--- config.mk ---
export PLATFORM = sky130hd
export DESIGN_NAME = uefs_top
export DESIGN_NICKNAME = d
export VERILOG_FILES = /design/src/uefs_pkg.sv /design/src/uefs_top.sv /design/src/uefs_rs485_dir.sv /design/src/uefs_tx_gate.sv
export SDC_FILE = /design/constraint.sdc
export NUM_CORES = 1
export LEC_CHECK = 0
export ABC_AREA = 1
export BUFFER_PORTS_ARGS = -buffer_cell sky130_fd_sc_hd__buf_2
export CORE_MARGIN = 1.5
export CORE_UTILIZATION = 51
export CTS_CLUSTER_SIZE = 30
export DETAILED_ROUTE_END_ITERATION = 6
export GPL_TIMING_DRIVEN = 0
export HOLD_SLACK_MARGIN = 0.05
export PLACE_DENSITY = 0.76
export SLEW_MARGIN = 20
export SYNTH_ARGS = -nofsm -noshare
export SYNTH_HDL_FRONTEND = slang
export SYNTH_SLANG_ARGS = --single-unit
--- constraint.sdc ---
create_clock -name core_clk_i -period 1.35 [get_ports core_clk_i]
set_input_delay 0.27 -clock core_clk_i [delete_from_list [all_inputs] [get_ports core_clk_i]]
set_output_delay 0.27 -clock core_clk_i [all_outputs]
set_load 0.02 [all_outputs]
--- src/uefs_pkg.sv ---
// Overview of operation
// - bit 7 of extra_feature_control picks 1/4-bit infrared pulses when set, 3/16-bit when clear.
// - bit 5 makes the rs485 direction output high while sending when set, low while sending when clear.
// - the polarity bit only reaches the rts pin while bit 4 is set.
// - bit 4 hands the rts pin to the transmitter as a driver-direction signal; clear leaves rts alone.
// - bit 2 stops new characters on tx once the one in the transmit_shift_register has gone out.
// - bit 1 disables the receiver when set.
// - bit 0 selects 9-bit multidrop characters, clear keeps 8-bit characters.
// - extra_feature_control is reached at its offset only while the access enable bit is 0; reset 00.
// - with line_control at bf, software writes 5a to special_unlock_key to open special_function_control.
// - advanced_flow_status is read only with line_control bf and the access enable bit 1; reset 00.
// - status bits 5:4 give the software flow state: idle, xoff received, tx off, xon received.
// - status bit 1 is set while this device has told the far end to stop, by xoff or rts.
// - status bit 0 is set while the local transmitter is halted by the far end.
// - access enable bit 2 of special_function_control moves the shared offset to the interrupt set while line_control is bf.
// - special_function_control is reached only with line_control bf and the key at 5a.
package uefs_pkg;
	localparam logic [3:0] OFS_FLOW_STATUS  = 4'h2;
	localparam logic [3:0] OFS_SPECIAL_FUNC = 4'h7;
	localparam logic [3:0] OFS_UNLOCK_KEY   = 4'hd;
	localparam logic [3:0] OFS_EXTRA_FEAT   = 4'hf;

	localparam logic [7:0] LINE_CTRL_SPECIAL = 8'hbf;
	localparam logic [7:0] UNLOCK_KEY_VALUE  = 8'h5a;

	localparam int EF_IRDA_FAST  = 7;
	localparam int EF_DIR_POL    = 5;
	localparam int EF_DIR_AUTO   = 4;
	localparam int EF_TX_OFF     = 2;
	localparam int EF_RX_OFF     = 1;
	localparam int EF_NINE_BIT   = 0;
	localparam logic [7:0] EF_WRITE_MASK = 8'hb7;

	localparam int SF_ACCESS_EN  = 2;

	localparam int FS_STATE_LO   = 4;
	localparam int FS_REMOTE_OFF = 1;
	localparam int FS_LOCAL_HALT = 0;

	localparam logic [7:0] EXTRA_FEAT_RESET   = 8'h00;
	localparam logic [7:0] UNLOCK_KEY_RESET   = 8'h00;
	localparam logic [7:0] SPECIAL_FUNC_RESET = 8'h00;
	localparam logic [7:0] FLOW_STATUS_RESET  = 8'h00;

	typedef enum logic [1:0] {
		UEFS_FLOW_IDLE = 2'b00,
		UEFS_FLOW_XOFF = 2'b01,
		UEFS_FLOW_TXOFF = 2'b10,
		UEFS_FLOW_XON  = 2'b11
	} uefs_flow_e;
endpackage

--- src/uefs_top.sv ---
module uefs_top
	import uefs_pkg::*;
(
	input  wire logic       core_clk_i,
	input  wire logic       rst_i,
	input  wire logic [3:0] reg_addr_i,
	input  wire logic       reg_wr_i,
	input  wire logic       reg_rd_i,
	input  wire logic [7:0] reg_wdata_i,
	input  wire logic [7:0] line_control_i,
	input  wire logic [1:0] flow_state_i,
	input  wire logic       remote_told_stop_i,
	input  wire logic       local_halted_i,
	input  wire logic       char_ready_i,
	input  wire logic       shift_busy_i,
	input  wire logic       rts_n_i,
	output logic [7:0]      reg_rdata_o,
	output logic            irda_quarter_o,
	output logic            rx_enable_o,
	output logic            nine_bit_o,
	output logic            load_shift_o,
	output logic            rts_n_o,
	output logic            intr_set_sel_o,
	output logic [7:0]      special_func_o
);
	logic [7:0] extra_feat_q;
	logic [7:0] unlock_key_q;
	logic [7:0] special_func_q;
	logic [7:0] flow_status_q;
	logic       tx_active;
	logic       line_special;
	logic       access_en;
	logic       sel_extra;
	logic       sel_key;
	logic       sel_special;
	logic       sel_status;

	function automatic logic hit(input logic [3:0] addr, input logic [3:0] ofs);
		return addr == ofs;
	endfunction

	assign line_special = line_control_i == LINE_CTRL_SPECIAL;
	assign access_en    = special_func_q[SF_ACCESS_EN];
	assign sel_extra    = hit(reg_addr_i, OFS_EXTRA_FEAT) & ~access_en;
	assign sel_key      = hit(reg_addr_i, OFS_UNLOCK_KEY) & line_special;
	assign sel_special  = hit(reg_addr_i, OFS_SPECIAL_FUNC) & line_special
		& (unlock_key_q == UNLOCK_KEY_VALUE);
	assign sel_status   = hit(reg_addr_i, OFS_FLOW_STATUS) & line_special & access_en;

	always_ff @(posedge core_clk_i) begin
		if (rst_i) begin
			extra_feat_q <= EXTRA_FEAT_RESET;
		end else if (reg_wr_i && sel_extra) begin
			extra_feat_q <= reg_wdata_i & EF_WRITE_MASK;
		end
	end

	always_ff @(posedge core_clk_i) begin
		if (rst_i) begin
			unlock_key_q <= UNLOCK_KEY_RESET;
		end else if (reg_wr_i && sel_key) begin
			unlock_key_q <= reg_wdata_i;
		end
	end

	always_ff @(posedge core_clk_i) begin
		if (rst_i) begin
			special_func_q <= SPECIAL_FUNC_RESET;
		end else if (reg_wr_i && sel_special) begin
			special_func_q <= reg_wdata_i;
		end
	end

	// live flow status, sampled every cycle
	always_ff @(posedge core_clk_i) begin
		if (rst_i) begin
			flow_status_q <= FLOW_STATUS_RESET;
		end else begin
			flow_status_q <= {2'b00, flow_state_i, 2'b00,
				remote_told_stop_i, local_halted_i};
		end
	end

	// read data one cycle after the strobe, zero when nothing answers
	always_ff @(posedge core_clk_i) begin
		if (rst_i) begin
			reg_rdata_o <= 8'h00;
		end else if (reg_rd_i) begin
			unique case (1'b1)
				sel_extra:   reg_rdata_o <= extra_feat_q;
				sel_key:     reg_rdata_o <= unlock_key_q;
				sel_special: reg_rdata_o <= special_func_q;
				sel_status:  reg_rdata_o <= flow_status_q;
				default:     reg_rdata_o <= 8'h00;
			endcase
		end
	end

	always_ff @(posedge core_clk_i) begin
		if (rst_i) begin
			irda_quarter_o <= 1'b0;
			rx_enable_o    <= 1'b1;
			nine_bit_o     <= 1'b0;
			intr_set_sel_o <= 1'b0;
			special_func_o <= SPECIAL_FUNC_RESET;
		end else begin
			irda_quarter_o <= extra_feat_q[EF_IRDA_FAST];
			rx_enable_o    <= ~extra_feat_q[EF_RX_OFF];
			nine_bit_o     <= extra_feat_q[EF_NINE_BIT];
			intr_set_sel_o <= hit(reg_addr_i, OFS_EXTRA_FEAT) & access_en
				& line_special;
			special_func_o <= special_func_q;
		end
	end

	uefs_tx_gate u_tx_gate (
		.core_clk_i   (core_clk_i),
		.rst_i        (rst_i),
		.tx_off_i     (extra_feat_q[EF_TX_OFF]),
		.char_ready_i (char_ready_i),
		.shift_busy_i (shift_busy_i),
		.load_shift_o (load_shift_o),
		.tx_active_o  (tx_active)
	);

	uefs_rs485_dir u_dir (
		.core_clk_i  (core_clk_i),
		.rst_i       (rst_i),
		.auto_dir_i  (extra_feat_q[EF_DIR_AUTO]),
		.dir_pol_i   (extra_feat_q[EF_DIR_POL]),
		.tx_active_i (tx_active),
		.rts_n_i     (rts_n_i),
		.rts_n_o     (rts_n_o)
	);
endmodule

--- src/uefs_rs485_dir.sv ---
module uefs_rs485_dir
	import uefs_pkg::*;
(
	input  wire logic core_clk_i,
	input  wire logic rst_i,
	input  wire logic auto_dir_i,
	input  wire logic dir_pol_i,
	input  wire logic tx_active_i,
	input  wire logic rts_n_i,
	output logic      rts_n_o
);
	// rts idles high (deasserted) out of reset
	always_ff @(posedge core_clk_i) begin
		if (rst_i) begin
			rts_n_o <= 1'b1;
		end else if (auto_dir_i) begin
			rts_n_o <= dir_pol_i ? tx_active_i : ~tx_active_i;
		end else begin
			rts_n_o <= rts_n_i;
		end
	end
endmodule

--- src/uefs_tx_gate.sv ---
module uefs_tx_gate
	import uefs_pkg::*;
(
	input  wire logic core_clk_i,
	input  wire logic rst_i,
	input  wire logic tx_off_i,
	input  wire logic char_ready_i,
	input  wire logic shift_busy_i,
	output logic      load_shift_o,
	output logic      tx_active_o
);
	// a load only starts a new character; one already shifting runs to its end
	always_ff @(posedge core_clk_i) begin
		if (rst_i) begin
			load_shift_o <= 1'b0;
		end else begin
			load_shift_o <= char_ready_i & ~shift_busy_i & ~tx_off_i & ~load_shift_o;
		end
	end

	always_ff @(posedge core_clk_i) begin
		if (rst_i) begin
			tx_active_o <= 1'b0;
		end else begin
			tx_active_o <= shift_busy_i | load_shift_o;
		end
	end
endmodule

# Word level (Yosys, flattened, before mapping)
# Cells that the tools add are included.
# word_totals
out_inout_bits	22
wordCells	44
inputBits	31
reg_bits	53
# op_classes
reduce_logical	3
n_eq_ne	6
n_mux	3
bitwise_logic	18
# op_table
op	count
one-hot mux 8 bit (4 select lines)	1
AND 1 bit	11
== test 4 bit (second input constant)	2
== test 8 x 7 -> 1 bit (second input constant)	1
== test 8 bit (second input constant)	1
inverter 1 bit	6
== test 4 x 2 -> 1 bit (second input constant)	1
== test 4 x 3 -> 1 bit (second input constant)	1
logical AND 1 bit	3
two-way mux 1 bit	2
bitwise OR 1 bit	1

# Depth between registers and ports, before layout
# logic_depth
ltp_word	4
ltp_mapped	10
ltp_nobuf	9

# Cells and area by module
# From an unflattened synthesis, not the netlist that was laid out.
# unflattened
cells_unflattened	266
area_unflattened_um2	2003.2
# modules_own_cells
module	cells_each	area_per_inst_um2	n_inst	seq_area_each_um2
uefs_top	247	1879.3	1	920.9
uefs_tx_gate	9	68.8	1	40.0
uefs_rs485_dir	10	55.1	1	20.0

# Worst setup path before layout
# No wires, ideal clock.
# synth_path
path_kind	input to register
start	input port line_control_i[6]
end	register special_func_q[5]
path_buffers	1
arrival_ns	1.181
path_stages	10
required_time_ns	1.284
setup_slack_ns	0.103
setup_time_ns	0.066
path_cell_list	inv_1 > nand2_1 > nor2_2 > nand2_1 > clkinv_2 > nand2_4 > nor2_8 > buf_12 > o21ai_2 > a21oi_2
# synth_via
elab_chain_len	4
# synth_rtl
item	line_no	text
from (decl)	uefs_top.sv:10	input wire logic [7:0] line_control_i,
== test 8 bit	uefs_top.sv:42	assign line_special = line_control_i == LINE_CTRL_SPECIAL;
AND 1 bit	uefs_top.sv:46	assign sel_special = hit(reg_addr_i, OFS_SPECIAL_FUNC) & line_special
AND 1 bit	uefs_top.sv:47	& (unlock_key_q == UNLOCK_KEY_VALUE);
logical AND 1 bit	uefs_top.sv:69	end else if (reg_wr_i && sel_special) begin
to (signal assigned)	uefs_top.sv:70	special_func_q <= reg_wdata_i;
to (decl)	uefs_top.sv:28	logic [7:0] special_func_q;
# No other way between the ends.
# A chain may end at the register's enable or synchronous reset.

# Final worst setup path
# layout_path
start	register unlock_key_q[2]
end	register special_func_q[5]
# layout_via
elab_chain_len	3
# layout_rtl
item	line_no	text
from (decl)	uefs_top.sv:27	logic [7:0] unlock_key_q;
from (signal assigned)	uefs_top.sv:62	unlock_key_q <= reg_wdata_i;
== test 8 x 7 -> 1 bit	uefs_top.sv:47	
AND 1 bit	uefs_top.sv:47	
logical AND 1 bit	uefs_top.sv:69	
# No other way between the ends.

==> flow_metrics.env <==
export IMPL_status="finished, violations left"
export IMPL_violations="setup timing"
export IMPL_synth_cell_types=23
export IMPL_final_common_cell="buf_2"
export IMPL_fin_nets=352
export IMPL_fin_crit_ps=1370
export IMPL_clkPwrFrac=0.398
export IMPL_die_w_um=65.4
export IMPL_core_sq_mm=0.00369
export IMPL_cts_tree="yes"
export IMPL_yosysTopAreaCell="dfxtp_1"
export IMPL_placed_cells=358
export IMPL_holdCritStartpoint="shift_busy_i"
export IMPL_relSlewSlack=0.700
export IMPL_synth_area_top_cells="dfxtp_1, nor2_1, a21oi_1"
export IMPL_fin_ws_ps=-20.5
export IMPL_skew_ps=5.12
export IMPL_worstSetupPathType="flop to flop"
export IMPL_cts_inserted_buffers=5
export IMPL_reg2reg_to="special_func_q[5]$_SDFFE_PP0P_"
export IMPL_reg2reg_setup_slack_ps=-20
export IMPL_initial_core_util=0.539
export IMPL_cp_num_buf_inv=2
export IMPL_final_fill_count=341
export IMPL_fin_util=0.677
export IMPL_dpl_cell_area_sq_mm=0.00230
export IMPL_fin_area_sq_mm=0.00250
export IMPL_clkLatencyLatePin_ps=300
export IMPL_synth_top_area_share=0.493
export IMPL_vias=1804
export IMPL_fin_cells=370
export IMPL_r2r_start="unlock_key_q[2]$_SDFFE_PP0P_"
export IMPL_diodes=0
export IMPL_grt_max_degree=16
export IMPL_worstHoldEndpoint="u_tx_gate.load_shift_o$_SDFF_PP0_"
export IMPL_place_congestion=0.916
export IMPL_synthesis_area_sq_mm=0.00199
export IMPL_synth_fp_nets=291
export IMPL_antenna_found_initial=0
export IMPL_ys_warn_count=0
export IMPL_setup_viol=2
export IMPL_io_pins=53
export IMPL_grt_pass1_vias=1632
export IMPL_fin_crit_sh=1.02
export IMPL_die_y_um=65.4
export IMPL_synth_seq_cells=49
export IMPL_crit_path_frequent_cell="nand2_2"
export IMPL_peakVddDrop_v=0.000539
export IMPL_drive_gt1_frac=0.289
export IMPL_htreeDepth=2
export IMPL_critPathSlowestCell="dfxtp_2"
export IMPL_max_stage_delay_ps=330
export IMPL_critPathMaxFanout=8
export IMPL_wl_per_cell_um=12.3
export IMPL_p_int_mw=2.12
export IMPL_port_buffers=50
export IMPL_ant_nets=0
export IMPL_power_density_mw_per_mm2=1080
export IMPL_rsz0062_at_grt="yes"
export IMPL_hold_path_class="input port to flop"
export IMPL_path_clk_slew_ps=90
export IMPL_seqPwrFrac=0.544
export IMPL_cap_viol_max_count=0
export IMPL_syn_to_final_growth_pct=25.6
export IMPL_crit_path_cell_trace="inv_2 > nand2_2 > nor2_2 > nand2_2 > nor2_4 > nand2_4 > nor2_8 > buf_12 > o21ai_4 > a21oi_2"
export IMPL_startpoint_type="flop"
export IMPL_first_iter_violations=86
export IMPL_yosysSeqAreaShare=0.493
export IMPL_clock_root_buffer="clkbuf_8"
export IMPL_drc=0
export IMPL_setup_tns_ps=-36.9
export IMPL_grt_pass1_wl_um=7160
export IMPL_grt_usage=0.224
export IMPL_drt_wl_total_um=4540
export IMPL_place_worst_setup_slack_ps=-158
export IMPL_clkSinkCount=49
export IMPL_first_pass_iters=4
export IMPL_overflow=0
export IMPL_worst_pin_slew_ps=450
export IMPL_syn_area_per_cell_sq_um=7.65
export IMPL_clk_path_buf_depth=2
export IMPL_crit_path_end_kind="flop"
export IMPL_finalHoldViolations=0
export IMPL_num_rows=22
export IMPL_hpwl_um=3500
export IMPL_slew_viol_final=0
export IMPL_max_freq_mhz=730
export IMPL_power_frac_comb=0.058
export IMPL_whs_path_depth=2
export IMPL_reg2regPathDepth=10
export IMPL_syn_inst=260
export IMPL_viasPerCell=4.88
export IMPL_power_leakage_nw=1.10
export IMPL_netSwitchingPower_mw=0.576
export IMPL_die_area_sq_mm=0.00428
export IMPL_switching_share=0.214
export IMPL_layout_common_cells="buf_2, dfxtp_1, nor2_1"
export IMPL_path_delay_family="simple AND/OR/NAND/NOR gates"
export IMPL_worstPathRequired_ps=1600
export IMPL_crit_arrival_ps=1620
cells in the mapped netlist, drive strengths merged:
library cell and count:
a21oi 31, buf 3, clkbuf 6, clkinv 1, dfxtp 49, inv 38, nand2 38, nand3 13
nand4 4, nor2 47, nor3 3, o21ai 26, xor2 1
power groups by stage:
stage	registers (mW)	logic (mW)	clock network, mW
finish	1.47	0.155	1.07
CTS	1.47	0.155	1.09
global route	1.47	0.174	1.15
floorplan	1.50	0.0743	0
global placement	1.50	0.152	0
detailed placement	1.50	0.154	0
worst max-delay path by stage:
stage / depth (start not counted) / to / from
detailed placement: 11 / special_func_q[5]$_SDFFE_PP0P_ / line_control_i[6]
finish: 10 / special_func_q[5]$_SDFFE_PP0P_ / unlock_key_q[2]$_SDFFE_PP0P_
floorplan: 10 / special_func_q[5]$_SDFFE_PP0P_ / line_control_i[6]
global route: 10 / special_func_q[5]$_SDFFE_PP0P_ / unlock_key_q[2]$_SDFFE_PP0P_
global placement: 11 / special_func_q[6]$_SDFFE_PP0P_ / line_control_i[6]
CTS: 10 / special_func_q[5]$_SDFFE_PP0P_ / unlock_key_q[2]$_SDFFE_PP0P_
registers in the layout, indices dropped and copies added, names as in the netlist:
name and flops:
extra_feat_q 6, flow_status_q 4, intr_set_sel_o 1, irda_quarter_o 1, nine_bit_o 1, reg_rdata_o 8
rx_enable_o 1, special_func_o 8, special_func_q 8, u_dir.rts_n_o 1, u_tx_gate.load_shift_o 1, u_tx_gate.tx_active_o 1
unlock_key_q 8
per-stage QoR:
step | hold slack [ps] | power, mW
after floorplan | 347 | 1.58
after global routing | 136 | 2.79
after global placement | 373 | 1.65
after CTS | 138 | 2.71
after detailed placement | 395 | 1.65
final | 143 | 2.69
metal layers:
layer / GRT usage / part of all wire
met1: 0.283 / 0.47
met2: 0.370 / 0.46
met3: 0.0479 / 0.048
met4: 0.0964 / 0.019
met5: 0 / 0
cell families after synthesis:
logic type / after synthesis / share of synthesized area
buffers and inverters: 48 / 0.103
AND/OR/NAND/NOR: 105 / 0.248
flip-flops: 49 / 0.493
AO/OA/AOI/OAI: 57 / 0.151
XOR/XNOR: 1 / 0.00441
layout make-up:
class	instances	area, sq um	area share
buffer	9	58.8	0.0235
clock buffer	6	82.6	0.0331
clock inverter	2	37.5	0.0150
inverter	39	148	0.0591
multi-input combinational	163	827	0.331
sequential	49	986	0.395
tap	48	60.1	0.0240
timing repair buffer	54	298	0.119
timing repair:
action	CTS	global route
buffers inserted	1	2
pin swaps	1	5
endpoints found under the setup margin	9	16
hold buffers	0	0
gates resized for setup	2	12
cloned	0	1
(Power assumes the default switching activity.)
